### src/inc/swing_pkg.sv
package swing_pkg;
    // Time base
    localparam int CLK_HZ = 50_000_000;
    localparam int TICK_MS = 1;
    localparam int TICK_CYCLES = CLK_HZ / 1000 * TICK_MS;
    localparam int MIN_BREAK_MS = 1;
    // Encoder geometry
    localparam int ENC_PULSES_PER_REV = 500;
    localparam int EDGES_PER_PULSE = 4;
    localparam int ENC_EDGES_PER_REV = ENC_PULSES_PER_REV * EDGES_PER_PULSE;
    localparam int MOTOR_STEPS_PER_REV = 200;
    localparam int EDGES_PER_FULL_STEP = ENC_EDGES_PER_REV / MOTOR_STEPS_PER_REV;
    localparam int EDGES_PER_HALF_STEP = EDGES_PER_FULL_STEP / 2;
    localparam int POS_W = 24;
    localparam int MS_W = 16;
    localparam logic [1:0] QUAD_FWD_A = 2'h1;

    typedef enum logic [1:0] {MON_OFF, MON_END, MON_RUN, MON_RSVD} mon_mode_t;
    typedef enum {ST_IDLE, ST_WAIT, ST_CHECK} seq_t;

    typedef struct packed {
        mon_mode_t mode;
        logic [MS_W-1:0] swing_ms;
        logic [MS_W-1:0] break_ms;
        logic [7:0] tol_edges;
        logic reversal;
    } cfg_t;

    typedef struct packed {
        logic [2:0] a_sync;
        logic [2:0] b_sync;
        logic [1:0] ab_last;
        logic signed [POS_W-1:0] enc_pos;
        logic [31:0] tick_cnt;
        logic tick;
        seq_t st;
        logic [MS_W-1:0] swing_left;
        logic [MS_W-1:0] break_left;
        logic start_next;
        logic err_out;
    } state_t;
endpackage : swing_pkg

### src/hw/swing_check.sv
`timescale 1ns/1ps
module swing_check
    import swing_pkg::*;
#(
    parameter int TICK_LEN = TICK_CYCLES
) (
    // Clock and reset
    input wire logic core_clk,
    input wire logic rstn,
    // Encoder pins
    input wire logic enc_a,
    input wire logic enc_b,
    // Configuration
    input wire cfg_t cfg,
    // Motion sequencer
    input wire logic record_done,
    input wire logic signed [POS_W-1:0] cmd_pos_steps2,
    output logic start_next,
    output logic busy,
    // Status
    output logic signed [POS_W-1:0] enc_pos,
    output logic pos_err
);
    state_t s_q, s_d;
    logic [1:0] ab_now;
    logic step_ev;
    logic up_ev;
    logic signed [POS_W-1:0] cmd_edges;
    logic signed [POS_W-1:0] lag;
    logic [POS_W-1:0] lag_abs;
    logic within_tol;
    logic [MS_W-1:0] break_eff;

    // Glitch-safe: a level counts only when the two later stages agree
    always_comb begin
        ab_now = s_q.ab_last;
        if (s_q.a_sync[1] == s_q.a_sync[2]) ab_now[1] = s_q.a_sync[2];
        if (s_q.b_sync[1] == s_q.b_sync[2]) ab_now[0] = s_q.b_sync[2];
    end

    // Gray transitions: direction from old A xor new B
    assign step_ev = (ab_now != s_q.ab_last);
    assign up_ev = s_q.ab_last[1] ^ ab_now[0];

    // Commanded position arrives in half steps; scale to edges
    assign cmd_edges = POS_W'(cmd_pos_steps2 * EDGES_PER_HALF_STEP);
    assign lag = cmd_edges - s_q.enc_pos;
    assign lag_abs = lag[POS_W-1] ? POS_W'(-lag) : POS_W'(lag);
    assign within_tol = lag_abs <= POS_W'(cfg.tol_edges);
    assign break_eff = (cfg.break_ms < MS_W'(MIN_BREAK_MS)) ? MS_W'(MIN_BREAK_MS)
                                                            : cfg.break_ms;

    always_comb begin
        s_d = s_q;
        s_d.a_sync = {s_q.a_sync[1:0], enc_a};
        s_d.b_sync = {s_q.b_sync[1:0], enc_b};
        s_d.ab_last = ab_now;
        s_d.start_next = 1'b0;
        // Illegal double jumps are dropped rather than guessed
        if (step_ev && (ab_now != ~s_q.ab_last)) begin
            s_d.enc_pos = up_ev ? s_q.enc_pos + POS_W'(1) : s_q.enc_pos - POS_W'(1);
        end
        s_d.tick = 1'b0;
        if (s_q.tick_cnt >= 32'(TICK_LEN - 1)) begin
            s_d.tick_cnt = '0;
            s_d.tick = 1'b1;
        end else begin
            s_d.tick_cnt = s_q.tick_cnt + 32'h1;
        end
        case (s_q.st)
            ST_IDLE: begin
                if (record_done) begin
                    s_d.swing_left = cfg.swing_ms;
                    s_d.break_left = cfg.reversal ? break_eff : '0;
                    s_d.st = ST_WAIT;
                end
            end
            ST_WAIT: begin
                if (s_q.tick) begin
                    if (s_q.swing_left != '0) s_d.swing_left = s_q.swing_left - MS_W'(1);
                    if (s_q.break_left != '0) s_d.break_left = s_q.break_left - MS_W'(1);
                end
                if (cfg.mode == MON_OFF) begin
                    // No encoder involvement at all: only the break gates the start
                    if (s_q.break_left == '0) begin
                        s_d.start_next = 1'b1;
                        s_d.st = ST_IDLE;
                    end
                end else if (s_q.swing_left == '0) begin
                    s_d.st = ST_CHECK;
                end else if (s_q.break_left == '0 && within_tol) begin
                    // Break expired inside swing out: launch once rotor is settled enough
                    s_d.start_next = 1'b1;
                    s_d.st = ST_IDLE;
                end
            end
            ST_CHECK: begin
                if (s_q.tick && s_q.break_left != '0) s_d.break_left = s_q.break_left - MS_W'(1);
                if (cfg.mode != MON_OFF && lag > POS_W'(EDGES_PER_HALF_STEP))
                    s_d.err_out = 1'b1;
                if (s_q.break_left == '0) begin
                    s_d.start_next = 1'b1;
                    s_d.st = ST_IDLE;
                end
            end
            default: s_d.st = ST_IDLE;
        endcase
        if (cfg.mode == MON_RUN && s_q.st == ST_IDLE && lag > POS_W'(EDGES_PER_HALF_STEP))
            s_d.err_out = 1'b1;
        if (cfg.mode == MON_OFF) s_d.err_out = 1'b0;
    end

    always_ff @(posedge core_clk or negedge rstn) begin
        if (!rstn) begin
            s_q <= '0;
            s_q.st <= ST_IDLE;
        end else begin
            s_q <= s_d;
        end
    end

    assign start_next = s_q.start_next;
    assign busy = (s_q.st != ST_IDLE);
    assign enc_pos = s_q.enc_pos;
    assign pos_err = s_q.err_out;

    // A tick held over two cycles would take two milliseconds off a counter
    property p_tick_period;
        @(posedge core_clk) disable iff (!rstn) s_q.tick |=> !s_q.tick;
    endproperty
    a_tick_period: assert property (p_tick_period) else $error("tick too fast");

    property p_no_early_start;
        @(posedge core_clk) disable iff (!rstn)
            ($rose(busy) && cfg.reversal) |=> !start_next;
    endproperty
    a_no_early_start: assert property (p_no_early_start) else $error("start in first cycle");

    property p_start_break;
        @(posedge core_clk) disable iff (!rstn)
            (busy && s_d.start_next) |-> s_q.break_left == '0;
    endproperty
    a_start_break: assert property (p_start_break) else $error("start before break");

    property p_tol_start;
        @(posedge core_clk) disable iff (!rstn)
            (s_q.st == ST_WAIT && s_d.start_next && cfg.mode != MON_OFF) |-> within_tol;
    endproperty
    a_tol_start: assert property (p_tol_start) else $error("start outside tolerance");

    property p_check_after_swing;
        @(posedge core_clk) disable iff (!rstn)
            (s_q.st == ST_WAIT && s_d.st == ST_CHECK) |-> s_q.swing_left == '0;
    endproperty
    a_check_after_swing: assert property (p_check_after_swing) else $error("early check");

    property p_off_no_err;
        @(posedge core_clk) disable iff (!rstn)
            cfg.mode == MON_OFF |=> !pos_err;
    endproperty
    a_off_no_err: assert property (p_off_no_err) else $error("error while off");

    property p_enc_step;
        @(posedge core_clk) disable iff (!rstn)
            !step_ev |=> enc_pos == $past(enc_pos);
    endproperty
    a_enc_step: assert property (p_enc_step) else $error("count without edge");

    property p_err_cause;
        @(posedge core_clk) disable iff (!rstn)
            $rose(pos_err) |-> $past(lag) > POS_W'(EDGES_PER_HALF_STEP);
    endproperty
    a_err_cause: assert property (p_err_cause) else $error("error without lag");

    // Without a reversal there is no break, so an immediate launch is legal
    property p_break_min;
        @(posedge core_clk) disable iff (!rstn)
            ($rose(busy) && cfg.reversal) |-> s_q.break_left != '0;
    endproperty
    a_break_min: assert property (p_break_min) else $error("break too short");

    property p_swing_load;
        @(posedge core_clk) disable iff (!rstn)
            $rose(busy) |-> s_q.swing_left == cfg.swing_ms;
    endproperty
    a_swing_load: assert property (p_swing_load) else $error("swing not loaded");

    property p_err_set;
        @(posedge core_clk) disable iff (!rstn)
            (s_q.st == ST_CHECK && cfg.mode != MON_OFF && lag > POS_W'(EDGES_PER_HALF_STEP))
                |=> pos_err;
    endproperty
    a_err_set: assert property (p_err_set) else $error("lag not flagged");

    property p_start_idle;
        @(posedge core_clk) disable iff (!rstn)
            start_next |-> !busy;
    endproperty
    a_start_idle: assert property (p_start_idle) else $error("busy at launch");

    property p_start_pulse;
        @(posedge core_clk) disable iff (!rstn)
            start_next |=> !start_next;
    endproperty
    a_start_pulse: assert property (p_start_pulse) else $error("launch held");

    property p_enc_count;
        @(posedge core_clk) disable iff (!rstn)
            (step_ev && ab_now != ~s_q.ab_last) |=> enc_pos != $past(enc_pos);
    endproperty
    a_enc_count: assert property (p_enc_count) else $error("edge not counted");

    c_quick_rev: cover property (@(posedge core_clk) s_q.st == ST_WAIT && s_d.start_next);
    c_check: cover property (@(posedge core_clk) s_q.st == ST_CHECK && s_d.start_next);
    c_err: cover property (@(posedge core_clk) $rose(pos_err));
    c_off_start: cover property (@(posedge core_clk) cfg.mode == MON_OFF && start_next);
    c_run_err: cover property (@(posedge core_clk) cfg.mode == MON_RUN && $rose(pos_err));
endmodule : swing_check

### config.mk
export PLATFORM = sky130hd
export DESIGN_NAME = swing_check
export DESIGN_NICKNAME = d
export VERILOG_FILES = /design/src/inc/swing_pkg.sv /design/src/hw/swing_check.sv
export SDC_FILE = /design/constraint.sdc
export NUM_CORES = 1
export LEC_CHECK = 0
export BUFFER_PORTS_ARGS = -buffer_cell sky130_fd_sc_hd__buf_2
export CORE_MARGIN = 2
export CORE_UTILIZATION = 40
export CTS_BUF_LIST = sky130_fd_sc_hd__clkbuf_4 sky130_fd_sc_hd__clkbuf_8
export DETAILED_ROUTE_END_ITERATION = 16
export HOLD_SLACK_MARGIN = 0.03
export PLACE_DENSITY = 0.69
export SYNTH_ARGS = -nofsm -noshare
export SYNTH_HDL_FRONTEND = slang
export SYNTH_SLANG_ARGS = --single-unit
### constraint.sdc
create_clock -name core_clk -period 12.2 [get_ports core_clk]
set_input_delay 0.61 -clock core_clk [delete_from_list [all_inputs] [get_ports core_clk]]
set_output_delay 0.61 -clock core_clk [all_outputs]
set_load 0.03 [all_outputs]
After elaboration in Yosys (flattened, before gate mapping)
Index checks and enable logic that the tools add are counted.
{"block": "op_classes", "n_addsub": 7, "n_reduce_logical": 23, "n_mul": 1, "n_eq_ne": 13, "n_mux": 29, "magnitude_cmp": 4, "n_bitwise": 2}
{"op": "$mux 32", "n": 6}
{"op": "$pmux 32 s3", "n": 1}
{"op": "$mux 16", "n": 5}
{"op": "$logic_not 32->1", "n": 2}
{"op": "$mux 64", "n": 1}
{"op": "$mux 24", "n": 2}
{"op": "$pmux 16 s3", "n": 1}
{"op": "$add 32x1->32 const B", "n": 1}
{"op": "$eq 32x1->1 const B", "n": 1}
{"op": "$eq 32x2->1 const B", "n": 1}
{"op": "$ge 32x16->1 const B", "n": 1}
{"op": "$logic_not 16->1", "n": 2}
{"op": "$pmux 16 s2", "n": 1}
{"op": "$reduce_bool 16->1", "n": 2}
{"op": "$reduce_bool 32->1", "n": 1}
{"op": "$sub 16x1->16 const B", "n": 2}
{"op": "$add 24x2->24 const B", "n": 1}
{"op": "$gt 24x4->1 const B", "n": 1}
{"op": "$le 24x8->1", "n": 1}
{"op": "$mul 24x4->24 const B", "n": 1}
{"op": "$neg 24->24", "n": 1}
{"op": "$sub 24x2->24 const B", "n": 1}
{"op": "$sub 24x24->24", "n": 1}
{"op": "$lt 16x1->1 const B", "n": 1}
{"op": "other kinds (16)", "n": 41}
{"block": "totals", "regBits": 131, "out_inout_bits": 27}

Depth between registers and ports, before layout
Gate-level depths: netlist (run 1).
{"block": "logic_depth", "word_depth": 10, "ltp_mapped": 31}

Least setup slack after synthesis (run 1)
Ideal clock, no wire load.
{"block": "synth_timing", "kind": "input to register", "from": "in cmd_pos_steps2[12]", "to": "reg s_q[34] in the netlist's numbering", "setup_time_ps": 132, "slack_ps": 5983, "t_required_ps": 12068, "arrival_time_ps": 6085, "n_path_buf": 2, "path_stages": 28, "cell_sequence": "ha_1 > ha_1 > inv_1 > fa_1 > inv_1 > ha_1 > buf_2 > a21oi_2 > o21ai_1 > a221oi_1 > nor2b_1 > o211a_1 > or3_1 > clkbuf_1 > a31o_2 > xor2_1 > ha_1 > a21o_1 > a21o_1 > a21oi_1 > o21ai_0 > o21ai_0 > o311ai_0 > a2111oi_2 > nand4_1 > or4_1 > a21oi_1 > mux2i_1"}
{"block": "synth_via", "elab_chain_len": 8}
{"item": "start, declared", "line_no": "swing_check.sv:17", "text": "input wire logic signed [POS_W-1:0] cmd_pos_steps2,"}
{"item": "$mul 24x4->24 (*)", "line_no": "swing_check.sv:46", "text": "assign cmd_edges = POS_W'(cmd_pos_steps2 * EDGES_PER_HALF_STEP);"}
{"item": "$sub 24x24->24 (*)", "line_no": "swing_check.sv:47", "text": "assign lag = cmd_edges - s_q.enc_pos;"}
{"item": "$neg 24->24", "line_no": "swing_check.sv:48", "text": "assign lag_abs = lag[POS_W-1] ? POS_W'(-lag) : POS_W'(lag);"}
{"item": "$mux 24 (*)", "line_no": "swing_check.sv:48"}
{"item": "$le 24x8->1 (*)", "line_no": "swing_check.sv:49", "text": "assign within_tol = lag_abs <= POS_W'(cfg.tol_edges);"}
{"item": "$logic_and 1x1->1 (*)", "line_no": "swing_check.sv:91", "text": "end else if (s_q.break_left == '0 && within_tol) begin"}
{"item": "$ne 4x4->1 (no line) (*)"}
{"item": "$reduce_and 2->1 (no line) (*)"}
{"item": "end, declared", "line_no": "swing_check.sv:24", "text": "state_t s_q, s_d;"}
Every way passes the cells marked *; elsewhere a longest branch is shown, timed or not.
A chain may end at the register's enable or synchronous reset.

Final worst setup path (run 1)
{"block": "layout_timing", "from": "reg s_q (netlist bit enc_pos[14])", "to": "reg s_q[34] in the netlist's numbering"}
{"block": "layout_via", "elab_chain_len": 7}
{"item": "$sub 24x24->24 (*)", "line_no": "swing_check.sv:47"}
{"item": "$neg 24->24", "line_no": "swing_check.sv:48"}
{"item": "$mux 24 (*)", "line_no": "swing_check.sv:48"}
{"item": "$le 24x8->1 (*)", "line_no": "swing_check.sv:49"}
{"item": "$logic_and 1x1->1 (*)", "line_no": "swing_check.sv:91"}
{"item": "$ne 4x4->1 (no line) (*)"}
{"item": "$reduce_and 2->1 (no line) (*)"}
Marked as above.

==> results of run 1 <==
[placed cells by master, fill, tap and decap left out, types with 4 or more instances in the layout]
| cell | count |
|---|---|
| inv_1 | 135 |
| o211ai_1 | 6 |
| o31ai_1 | 4 |
| mux2i_1 | 5 |
| nand2_1 | 56 |
| a211oi_1 | 8 |
| nand4_1 | 13 |
| or3_1 | 10 |
| nor4_1 | 21 |
| conb_1 | 46 |
| buf_4 | 8 |
| dfrtp_1 | 131 |
| a21boi_0 | 6 |
| buf_2 | 97 |
| or4_1 | 4 |
| clkinvlp_4 | 4 |
| a21o_1 | 16 |
| nor3b_1 | 5 |
| xnor2_1 | 40 |
| nor2_1 | 114 |
| ha_1 | 102 |
| and2_1 | 12 |
| a21oi_1 | 87 |
| and3_1 | 14 |
| clkbuf_8 | 17 |
| o21ai_0 | 97 |
| a31oi_1 | 8 |
| fa_1 | 22 |
| a22oi_1 | 5 |
| o21a_1 | 7 |
| xor2_1 | 18 |
| nand2b_1 | 13 |
| nor2b_1 | 10 |
| nor3_1 | 39 |
| or2_2 | 4 |
| nand3_1 | 22 |
[layer usage]
metal  GRT usage, %  vias up  routed length (um)
met2          28.40      161               10200
met4          5.430        2                 417
li1               -     4263                   -
met3          3.123       37                 927
met5              0        -                  13
met1          22.76     3932               10350
[cell families (layout without fill, tap and decap cells)]
group	Yosys count	in the layout	synth area share, %
other	1	46	0.03697
buffers and inverters	192	273	8.154
AO/OA/AOI/OAI	303	303	19.17
adder cells (fa/ha/maj)	125	125	17.02
flip-flops	131	131	32.32
AND/OR/NAND/NOR	354	354	17.70
multiplexers	5	5	0.4935
XOR/XNOR	59	59	5.095
[worst max-delay path by stage]
stage	endpoint	slack [ps]	cells past startpoint
after floorplan	s_q[34]$_DFFE_PN0P_	5980	28
after CTS	s_q[34]$_DFFE_PN0P_	5570	27
after global placement	s_q[34]$_DFFE_PN0P_	5500	27
after detailed placement	s_q[34]$_DFFE_PN0P_	5320	27
after global routing	s_q[34]$_DFFE_PN0P_	5020	27
final	s_q[34]$_DFFE_PN0P_	5600	27
[final cells by class]
| type | count | share of cell area (%) |
|---|---|---|
| tap | 330 | 3.634 |
| timing repair buffer | 105 | 4.801 |
| inverter | 136 | 4.493 |
| multi-input combinational | 892 | 54.71 |
| clock inverter | 13 | 1.321 |
| sequential | 131 | 28.85 |
| clock buffer | 19 | 2.191 |
[flip-flops by register name, indices dropped and copies added, names as in the netlist]
name        cells
enc_pos        24
pos_err         1
s_d             4
s_q           101
start_next      1
[worst register-to-register path, cell delays in order, from the launching register on]
cell	delay, ps
dfrtp_1	410
inv_1	60
ha_1	270
ha_1	270
inv_1	50
fa_1	500
inv_1	40
ha_1	410
a21oi_2	210
o21ai_1	100
a221oi_1	490
nor2b_1	130
o211a_1	240
or3_1	560
a31o_2	300
xor2_1	140
ha_1	300
a21o_1	180
a21o_1	160
a21oi_1	120
o21ai_0	80
o21ai_0	100
o311ai_0	190
a2111oi_2	270
nand4_1	130
or4_1	520
a21oi_1	160
mux2i_1	90
[through the flow]
stage,std cells,cell area [um2]
floorplan,1215,10310
global placement,1594,10960
detailed placement,1594,10960
CTS,1626,11360
global route,1626,11360
finish,1626,11360
==> key figures, run 1 <==
Synthesis
  • Post-Syn Area: 10140 um2
  • FFs w/ async S/R, synth: 100.0%
  • Mean post-synth cell area: 8.669 um2
  • Sequential share of the synthesized area: about a third
  • Synth area leader: dfrtp_1
  • Cells after Synth: 1170
  • Top FF cell, synth: dfrtp_1
  • Ranking of synthesized cells by area: dfrtp_1, ha_1, inv_1, o21ai_0, fa_1
  • Post-synth EDFFs: 0
  • Yosys reg bits: 131
  • Top-count cell post-synth: inv_1
  • Synth unique cells: 88
  • Yosys warns: 0
  • Post-synth top cells: inv_1, dfrtp_1, nor2_1, ha_1, o21ai_0
  • Share of the synthesized area in the top cell type: between 30% and 40%

CTS
  • # H-tree levels: 4
  • CTS Buf Count: 17
  • Root buf cell: clkbuf_8
  • Clock Latency Late Sink: 450 ps
  • Hold_buf cts: 0
  • Maximum clock path buffer count: 2
  • Post-CTS Setup Bufs: 0
  • Clock sink count: 131
  • CTS resizes: 0
  • Reg clk slew, reported paths: 90 ps
  • CTS tree: yes

Finish
  • Sequential Area: 3278 um2
  • Fill count: around 2400
  • Area occupied by multi-input gates: ~6200 um2
  • Layout area overhead: 12.03%
  • Post-Route Utilization: between 40% and 50%
  • Layout cells sized above 1: 12.89%
  • Fin nets: 1479
  • Ant. Diodes: 0

STA
  • Hold WS: 223.1 ps
  • Setup WS post-layout: 5595 ps
  • Fmax: 151.4 MHz
  • RSZ-0062 raised after global routing: false
  • Pins Over Slew Limit: 0
  • Final clock skew: 22.07 ps
  • Tightest Pin Transition: ~1000 ps
  • # setup viols final: 0
  • Final hold vios: 0
  • Setup TNS: 0 ps
  • Headroom to the max-slew limit: roughly 30%
  • Crit share post-route: 54.14%
  • Fin crit period: 6605 ps

Routing
  • DRT iter0 DRCs: around 380
  • Remaining DRCs: 0
  • Wire per inst: about 13 um
  • Drt total wl: 21910 um
  • Pre-antenna DRT Iters: 5
  • Via/cell ratio: 5.163
  • Via count: 8395
  • Final ANT Viol Nets: 0

Global routing
  • Vias in the first global route: around 8200
  • Total GRT Usage: 17.16%
  • Initial antenna violation count: 2
  • First-pass GRT wire length: 37770 um
  • Largest net degree at the start of global routing: 72
  • Grt ovf: 0

Floorplan
  • Die outline area: about 27000 um2
  • IO Pins: just under 100
  • Die Y: ~160 um
  • Die span in x: 163.2 um
  • Initial Util: 40.51%
  • Site Rows: 58
  • Core box area: around 25000 um2

Worst setup path
  • Crit start category: register
  • Worst r2r dst: s_q[34]$_DFFE_PN0P_
  • CP most frequent cell: ha_1
  • Start point of the critical path: enc_pos[14]$_DFFE_PN0P_
  • Crit-path slowest cell: or3_1
  • R2R Setup Slk: 5600 ps
  • Worst Path Buf+Inv: 3
  • Launching point of the worst reg2reg path: enc_pos[14]$_DFFE_PN0P_
  • Kind of cell adding the most delay to the critical path: compound AO/OA/AOI/OAI gates
  • Crit path max fanout: 13
  • Slowest stage delay, CP: 560 ps
  • WP data required: approximately 13000 ps
  • Crit path kind: register to register
  • CP arrival: 6910 ps
  • Cells on worst reg2reg path: 27
  • Crit. End Element: register

Flow run
  • Max cap viols: 0

Place
  • GP Congestion: 0.8927
  • Final HPWL DP: 16890 um
  • Dpl ws: around 5300 ps
  • IO buf count: 98

Run status
  • Status: completed

Worst hold path
  • HP Class: primary input to async pin
Power of run 1 is not shown: default switching activity piles up to over one toggle a cycle in this logic, so the estimate is an artifact.
==> run 2: changes to the inputs <==
Clock period 12.2 ns to 6.8 ns, I/O delays scaled along.
==> run 2 against run 1 <==
Effect of this change: core utilization grew 0.27 points; highest routed layer is now met4; maximum frequency is 3.2% higher; sequential share of layout area is 0.17 points lower; critical path type unchanged.
==> key figures, run 2 (synthesis results as in run 1) <==
Routing
  • Via/cell ratio: 5.180 (was 5.163)
  • Met1 WL: 10560 um (was 10350 um)
  • Metal3 WL: 943 um (was 927 um)
  • Wire per inst: 13.76 um (was 13.47 um)
  • WL met2: 10730 um (was 10200 um)
  • Drt total wl: 22470 um (was 21910 um)
  • Final ANT Viol Nets: 0 (unchanged)
  • Pre-antenna DRT Iters: 5 (unchanged)
  • Max layer used: met4 (was met5)
  • Remaining DRCs: 0 (unchanged)
  • DRT iter0 DRCs: 476 (was 384)
  • Via count: 8459 (was 8395)

Floorplan
  • IO Pins: 99 (unchanged)
  • Initial Util: 40.51% (unchanged)
  • Die Y: 163.2 um (unchanged)
  • Core box area: 25040 um2 (unchanged)
  • Die outline area: 26650 um2 (unchanged)
  • Site Rows: 58 (unchanged)
  • Die span in x: 163.2 um (unchanged)

Worst setup path
  • Slowest stage delay, CP: 530 ps (was 560 ps)
  • Worst r2r dst: s_q[34]$_DFFE_PN0P_ (unchanged)
  • Launching point of the worst reg2reg path: enc_pos[4]$_DFFE_PN0P_ (was enc_pos[14]$_DFFE_PN0P_)
  • Crit. End Element: register (unchanged)
  • Crit path kind: register to register (unchanged)
  • WP data required: 7120 ps (was 12510 ps)
  • Crit-path slowest cell: nor3_1 (was or3_1)
  • Crit path max fanout: 6 (was 13)
  • CP arrival: 6720 ps (was 6910 ps)
  • Cells on worst reg2reg path: 28 (was 27)
  • CP most frequent cell: ha_1 (unchanged)
  • Crit start category: register (unchanged)
  • R2R Setup Slk: 400 ps (was 5600 ps)

CTS
  • # H-tree levels: 4 (unchanged)
  • CTS tree: yes (unchanged)
  • Clock sink count: 131 (unchanged)
  • Maximum clock path buffer count: 2 (unchanged)
  • Clock Latency Late Sink: 460 ps (was 450 ps)
  • CTS Buf Count: 17 (unchanged)
  • Reg clk slew, reported paths: 100 ps (was 90 ps)
  • Root buf cell: clkbuf_8 (unchanged)
  • Post-CTS Setup Bufs: 0 (unchanged)

Finish
  • Fill count: 2448 (was 2440)
  • Max reg flops: 101 (unchanged)
  • Layout cells sized above 1: 13.14% (was 12.89%)
  • Layout area overhead: 12.71% (was 12.03%)
  • Commonest non-fill, non-tap cell in the layout: inv_1 (unchanged)
  • Most frequent cells in the layout: inv_1, dfrtp_1, nor2_1 (unchanged)
  • Fin nets: 1484 (was 1479)
  • Top reg by flops: s_q (unchanged)

Global routing
  • Largest net degree at the start of global routing: 72 (unchanged)
  • Initial antenna violation count: 2 (unchanged)
  • Grt ovf: 0 (unchanged)
  • Vias in the first global route: 8234 (was 8204)
  • First-pass GRT wire length: 38270 um (was 37770 um)
  • Total GRT Usage: 17.50% (was 17.16%)

STA
  • # setup viols final: 0 (unchanged)
  • Final clock skew: 23.51 ps (was 22.07 ps)
  • Tightest Pin Transition: 1061 ps (was 1045 ps)
  • Final hold vios: 0 (unchanged)
  • Setup TNS: 0 ps (unchanged)
  • Headroom to the max-slew limit: 29.10% (was 30.20%)
  • Crit share post-route: 94.14% (was 54.14%)
  • RSZ-0062 raised after global routing: false (unchanged)
  • Pins Over Slew Limit: 0 (unchanged)
  • Fin crit period: 6402 ps (was 6605 ps)
  • Fmax: 156.2 MHz (was 151.4 MHz)

Place
  • Final HPWL DP: 17250 um (was 16890 um)
  • IO buf count: 98 (unchanged)
  • GP Congestion: 0.8642 (was 0.8927)

Worst hold path
  • Worst Min Path Start: cfg[25]
  • Depth of the worst hold-timing path: 3
  • Hold path endpoint: s_q[18]$_DFFE_PN0P_
  • HP Class: primary input to register (was primary input to async pin)

Flow run
  • Max cap viols: 0 (unchanged)

Run status
  • Status: completed (unchanged)
[run 2: per-stage QoR]
stage | cell area (um2) | hold WS, ps | utilization [%] | setup WS, ps | instances
5_1_grt | 11430 | 97.31 | 45.64 | 37.11 | 1631
3_3_place_gp | 10980 | 332.7 | 43.85 | 544.9 | 1596
3_5_place_dp | 10980 | 335.6 | 43.85 | 370.2 | 1596
2_1_floorplan | 10310 | 44.41 | - | 797.6 | 1215
4_1_cts | 11420 | 99.50 | 45.61 | 342.4 | 1631
6_report | 11430 | 115.1 | 45.66 | 398.2 | 1633
[run 2: area by class of cell]
| cell class | count | area, um2 | share of cell area [%] |
|---|---|---|---|
| repair buffers | 110 | 590.6 | 5.166 |
| diodes | 2 | 5.005 | 0.04378 |
| multi-input cells | 892 | 6223 | 54.44 |
| clock inverters | 15 | 176.4 | 1.543 |
| well taps | 330 | 412.9 | 3.612 |
| flip-flops and latches | 131 | 3278 | 28.68 |
| inverters | 136 | 510.5 | 4.466 |
| clock buffers | 17 | 234.0 | 2.047 |
[run 2: worst max-delay path by stage]
stage,slack (ps),startpoint,depth (start not counted),end
6_report,400,enc_pos[4]$_DFFE_PN0P_,28,s_q[34]$_DFFE_PN0P_
5_1_grt,40,enc_pos[8]$_DFFE_PN0P_,27,s_q[34]$_DFFE_PN0P_
4_1_cts,340,enc_pos[14]$_DFFE_PN0P_,27,s_q[34]$_DFFE_PN0P_
3_5_place_dp,370,cmd_pos_steps2[12],27,s_q[34]$_DFFE_PN0P_
3_3_place_gp,540,cmd_pos_steps2[12],27,s_q[34]$_DFFE_PN0P_
2_1_floorplan,800,enc_pos[14]$_DFFE_PN0P_,29,s_q[34]$_DFFE_PN0P_
[run 2: repair_timing]
item                       CTS  global route
setup endpoints to repair    0             2
hold buffers                 3             0
hold endpoints to repair    56             0
gates resized for setup      0             2
[run 2: critical path: cells and delay by family, from the launching register on]
family                     cells  cell delay [ps]
AOI/OAI and AO/OA             13             2430
adders and majority gates      5             1690
and+or+nand+nor                6             1470
DFF                            1              420
buffers and inverters          3              150
muxes                          1              100
[run 2: metal layers]
layer  vias to the layer above  track usage (%)
li1                       4282                -
met2                       148            29.09
met1                      4010            23.25
met5                         -                0
met3                        19            3.479
met4                         0            4.706
Power of run 2 is left out for the same reason.
==> run 3: changes to the inputs <==
Settings changed: RECOVER_POWER set to 50.
==> run 3 against run 2 <==
Effect of this change: the flow now finishes with violations (max-capacitance violations, max-slew violations); sequential share of layout area up 0.11 points; count of clock-buffer cells in the layout unchanged; clock skew about the same; maximum frequency up 0.53%; sequential cell count unchanged; first-iteration DRC count up 6.5%; final cell count unchanged; wire length down 0.12%; critical path depth down 1; via count down 0.22%; critical endpoint unchanged; die area unchanged; global-route usage unchanged; largest cell class unchanged.
==> key figures, run 3 (synthesis results as in run 1) <==
Run status
  • Status: finished with violations (was completed)
  • Violations in the final reports: max-capacitance violations, max-slew violations

Floorplan
  • Initial Util: 40.51% (unchanged)
  • Die span in x: 163.2 um (unchanged)
  • Die Y: 163.2 um (unchanged)
  • Die outline area: 26650 um2 (unchanged)
  • Site Rows: 58 (unchanged)
  • Core box area: 25040 um2 (unchanged)
  • IO Pins: 99 (unchanged)

STA
  • Final clock skew: 23.27 ps (was 23.51 ps)
  • Setup TNS: 0 ps (unchanged)
  • Final hold vios: 0 (unchanged)
  • Crit share post-route: 93.65% (was 94.14%)
  • Fin crit period: 6368 ps (was 6402 ps)
  • Tightest Pin Transition: 3624 ps (was 1061 ps)
  • Pins Over Slew Limit: 134 (was 0)
  • # setup viols final: 0 (unchanged)
  • Headroom to the max-slew limit: -141.6% (was 29.10%)
  • Hold WS: 117.6 ps (was 115.1 ps)
  • Fmax: 157.0 MHz (was 156.2 MHz)
  • RSZ-0062 raised after global routing: false (unchanged)
  • Setup WS post-layout: 432.1 ps (was 398.2 ps)

Global routing
  • Vias in the first global route: 8234 (unchanged)
  • Met3 track demand over resource: 3.479% (unchanged)
  • GRT met2 Usage: 29.09% (unchanged)
  • Total GRT Usage: 17.50% (unchanged)
  • Grt ovf: 0 (unchanged)
  • Initial antenna violation count: 2 (unchanged)
  • First-pass GRT wire length: 38270 um (unchanged)
  • Gr busiest metal: met2 (unchanged)
  • Largest net degree at the start of global routing: 72 (unchanged)
  • M1 GR Usage: 23.25% (unchanged)

Worst setup path
  • CP arrival: 6690 ps (was 6720 ps)
  • Stages on worst setup path: 27 (was 28)
  • Slowest stage delay, CP: 520 ps (was 530 ps)
  • Crit-path slowest cell: or4_1 (was nor3_1)
  • WP data required: 7120 ps (about the same)
  • Crit. End Element: register (unchanged)
  • Crit start category: register (unchanged)
  • CP most frequent cell: ha_1 (unchanged)
  • Kind of cell adding the most delay to the critical path: compound AO/OA/AOI/OAI gates (unchanged)
  • Crit path kind: register to register (unchanged)
  • Crit path max fanout: 6 (unchanged)
  • Cells on worst reg2reg path: 27 (was 28)
  • Worst Path Buf+Inv: 3 (unchanged)

CTS
  • Clock sink count: 131 (unchanged)
  • Reg clk slew, reported paths: 110 ps (was 100 ps)
  • Maximum clock path buffer count: 2 (unchanged)
  • # H-tree levels: 4 (unchanged)
  • CTS tree: yes (unchanged)
  • CTS Buf Count: 17 (unchanged)
  • Clock Latency Late Sink: 460 ps (about the same)
  • Root buf cell: clkbuf_8 (unchanged)

Finish
  • Fill count: 2459 (was 2448)
  • Top reg by flops: s_q (unchanged)
  • Most frequent cells in the layout: inv_1, dfrtp_1, nor2_1 (unchanged)
  • Max reg flops: 101 (unchanged)
  • Commonest non-fill, non-tap cell in the layout: inv_1 (unchanged)
  • Fin nets: 1484 (unchanged)
  • Layout cells sized above 1: 10.91% (was 13.14%)
  • Layout area overhead: 12.29% (was 12.71%)

Place
  • Dpl ws: 370.2 ps (unchanged)
  • GP Congestion: 0.8642 (unchanged)
  • IO buf count: 98 (unchanged)
  • Final HPWL DP: 17250 um (unchanged)

Routing
  • Via count: 8440 (was 8459)
  • Drt total wl: 22440 um (was 22470 um)
  • Pre-antenna DRT Iters: 4 (was 5)
  • Via/cell ratio: 5.168 (was 5.180)
  • DRT iter0 DRCs: 507 (was 476)
  • Final ANT Viol Nets: 0 (unchanged)
  • Remaining DRCs: 0 (unchanged)
  • Wire per inst: 13.74 um (was 13.76 um)

Flow run
  • Max cap viols: 2 (was 0)

Worst hold path
  • Depth of the worst hold-timing path: 3 (unchanged)
  • HP Class: primary input to register (unchanged)
==> run 3: timing repair <==
action / CTS / global route
setup buffers: 0 / 0
hold buffers: 3 / 0
endpoints found under the hold margin: 56 / 0
setup endpoints to repair: 0 / 2
resized for setup: 0 / 2
==> run 3: final cells by class <==
class / count / area [um2] / share of cell area, %
Tap cell: 330 / 412.9 / 3.626
Antenna cell: 2 / 5.005 / 0.04395
Inverter: 136 / 510.5 / 4.483
Timing Repair Buffer: 110 / 548.0 / 4.812
Sequential cell: 131 / 3278 / 28.78
Multi-Input combinational cell: 892 / 6223 / 54.65
Clock inverter: 15 / 176.4 / 1.549
Clock buffer: 17 / 234.0 / 2.054
==> run 3: metal layers <==
metal	share of wire, %	vias to the layer above	wire length (um)
met4	1.0	0	235
met3	4.4	18	985
met2	48	154	10710
met5	0	-	0
li1	-	4285	-
met1	47	3983	10510
==> run 3: through the flow <==
step / instance area [um2] / utilization, % / std cells
finish: 11390 / 45.49 / 1633
global route: 11380 / 45.47 / 1631
CTS: 11420 / 45.61 / 1631
detailed placement: 10980 / 43.85 / 1596
global placement: 10980 / 43.85 / 1596
floorplan: 10310 / - / 1215
==> run 3: final timing paths <==
path                                              from             endpoint  slack [ps]
worst max-delay path            enc_pos[4]$_DFFE_PN0P_  s_q[34]$_DFFE_PN0P_         430
worst min-delay path                           cfg[25]  s_q[18]$_DFFE_PN0P_         120
worst max register to register  enc_pos[4]$_DFFE_PN0P_  s_q[34]$_DFFE_PN0P_         430
worst min register to register      s_d[129]$_DFF_PN0_   s_d[130]$_DFF_PN0_         350
max in group asynchronous                         rstn  s_q[35]$_DFFE_PN0P_        1940
min in group asynchronous                         rstn  s_q[23]$_DFFE_PN0P_        1640
==> run 3: worst min-delay path, cell delays in order <==
cell,delay (ps)
buf_2,90
nand3_1,60
nand2_1,60
Power of run 3 is left out for the same reason.
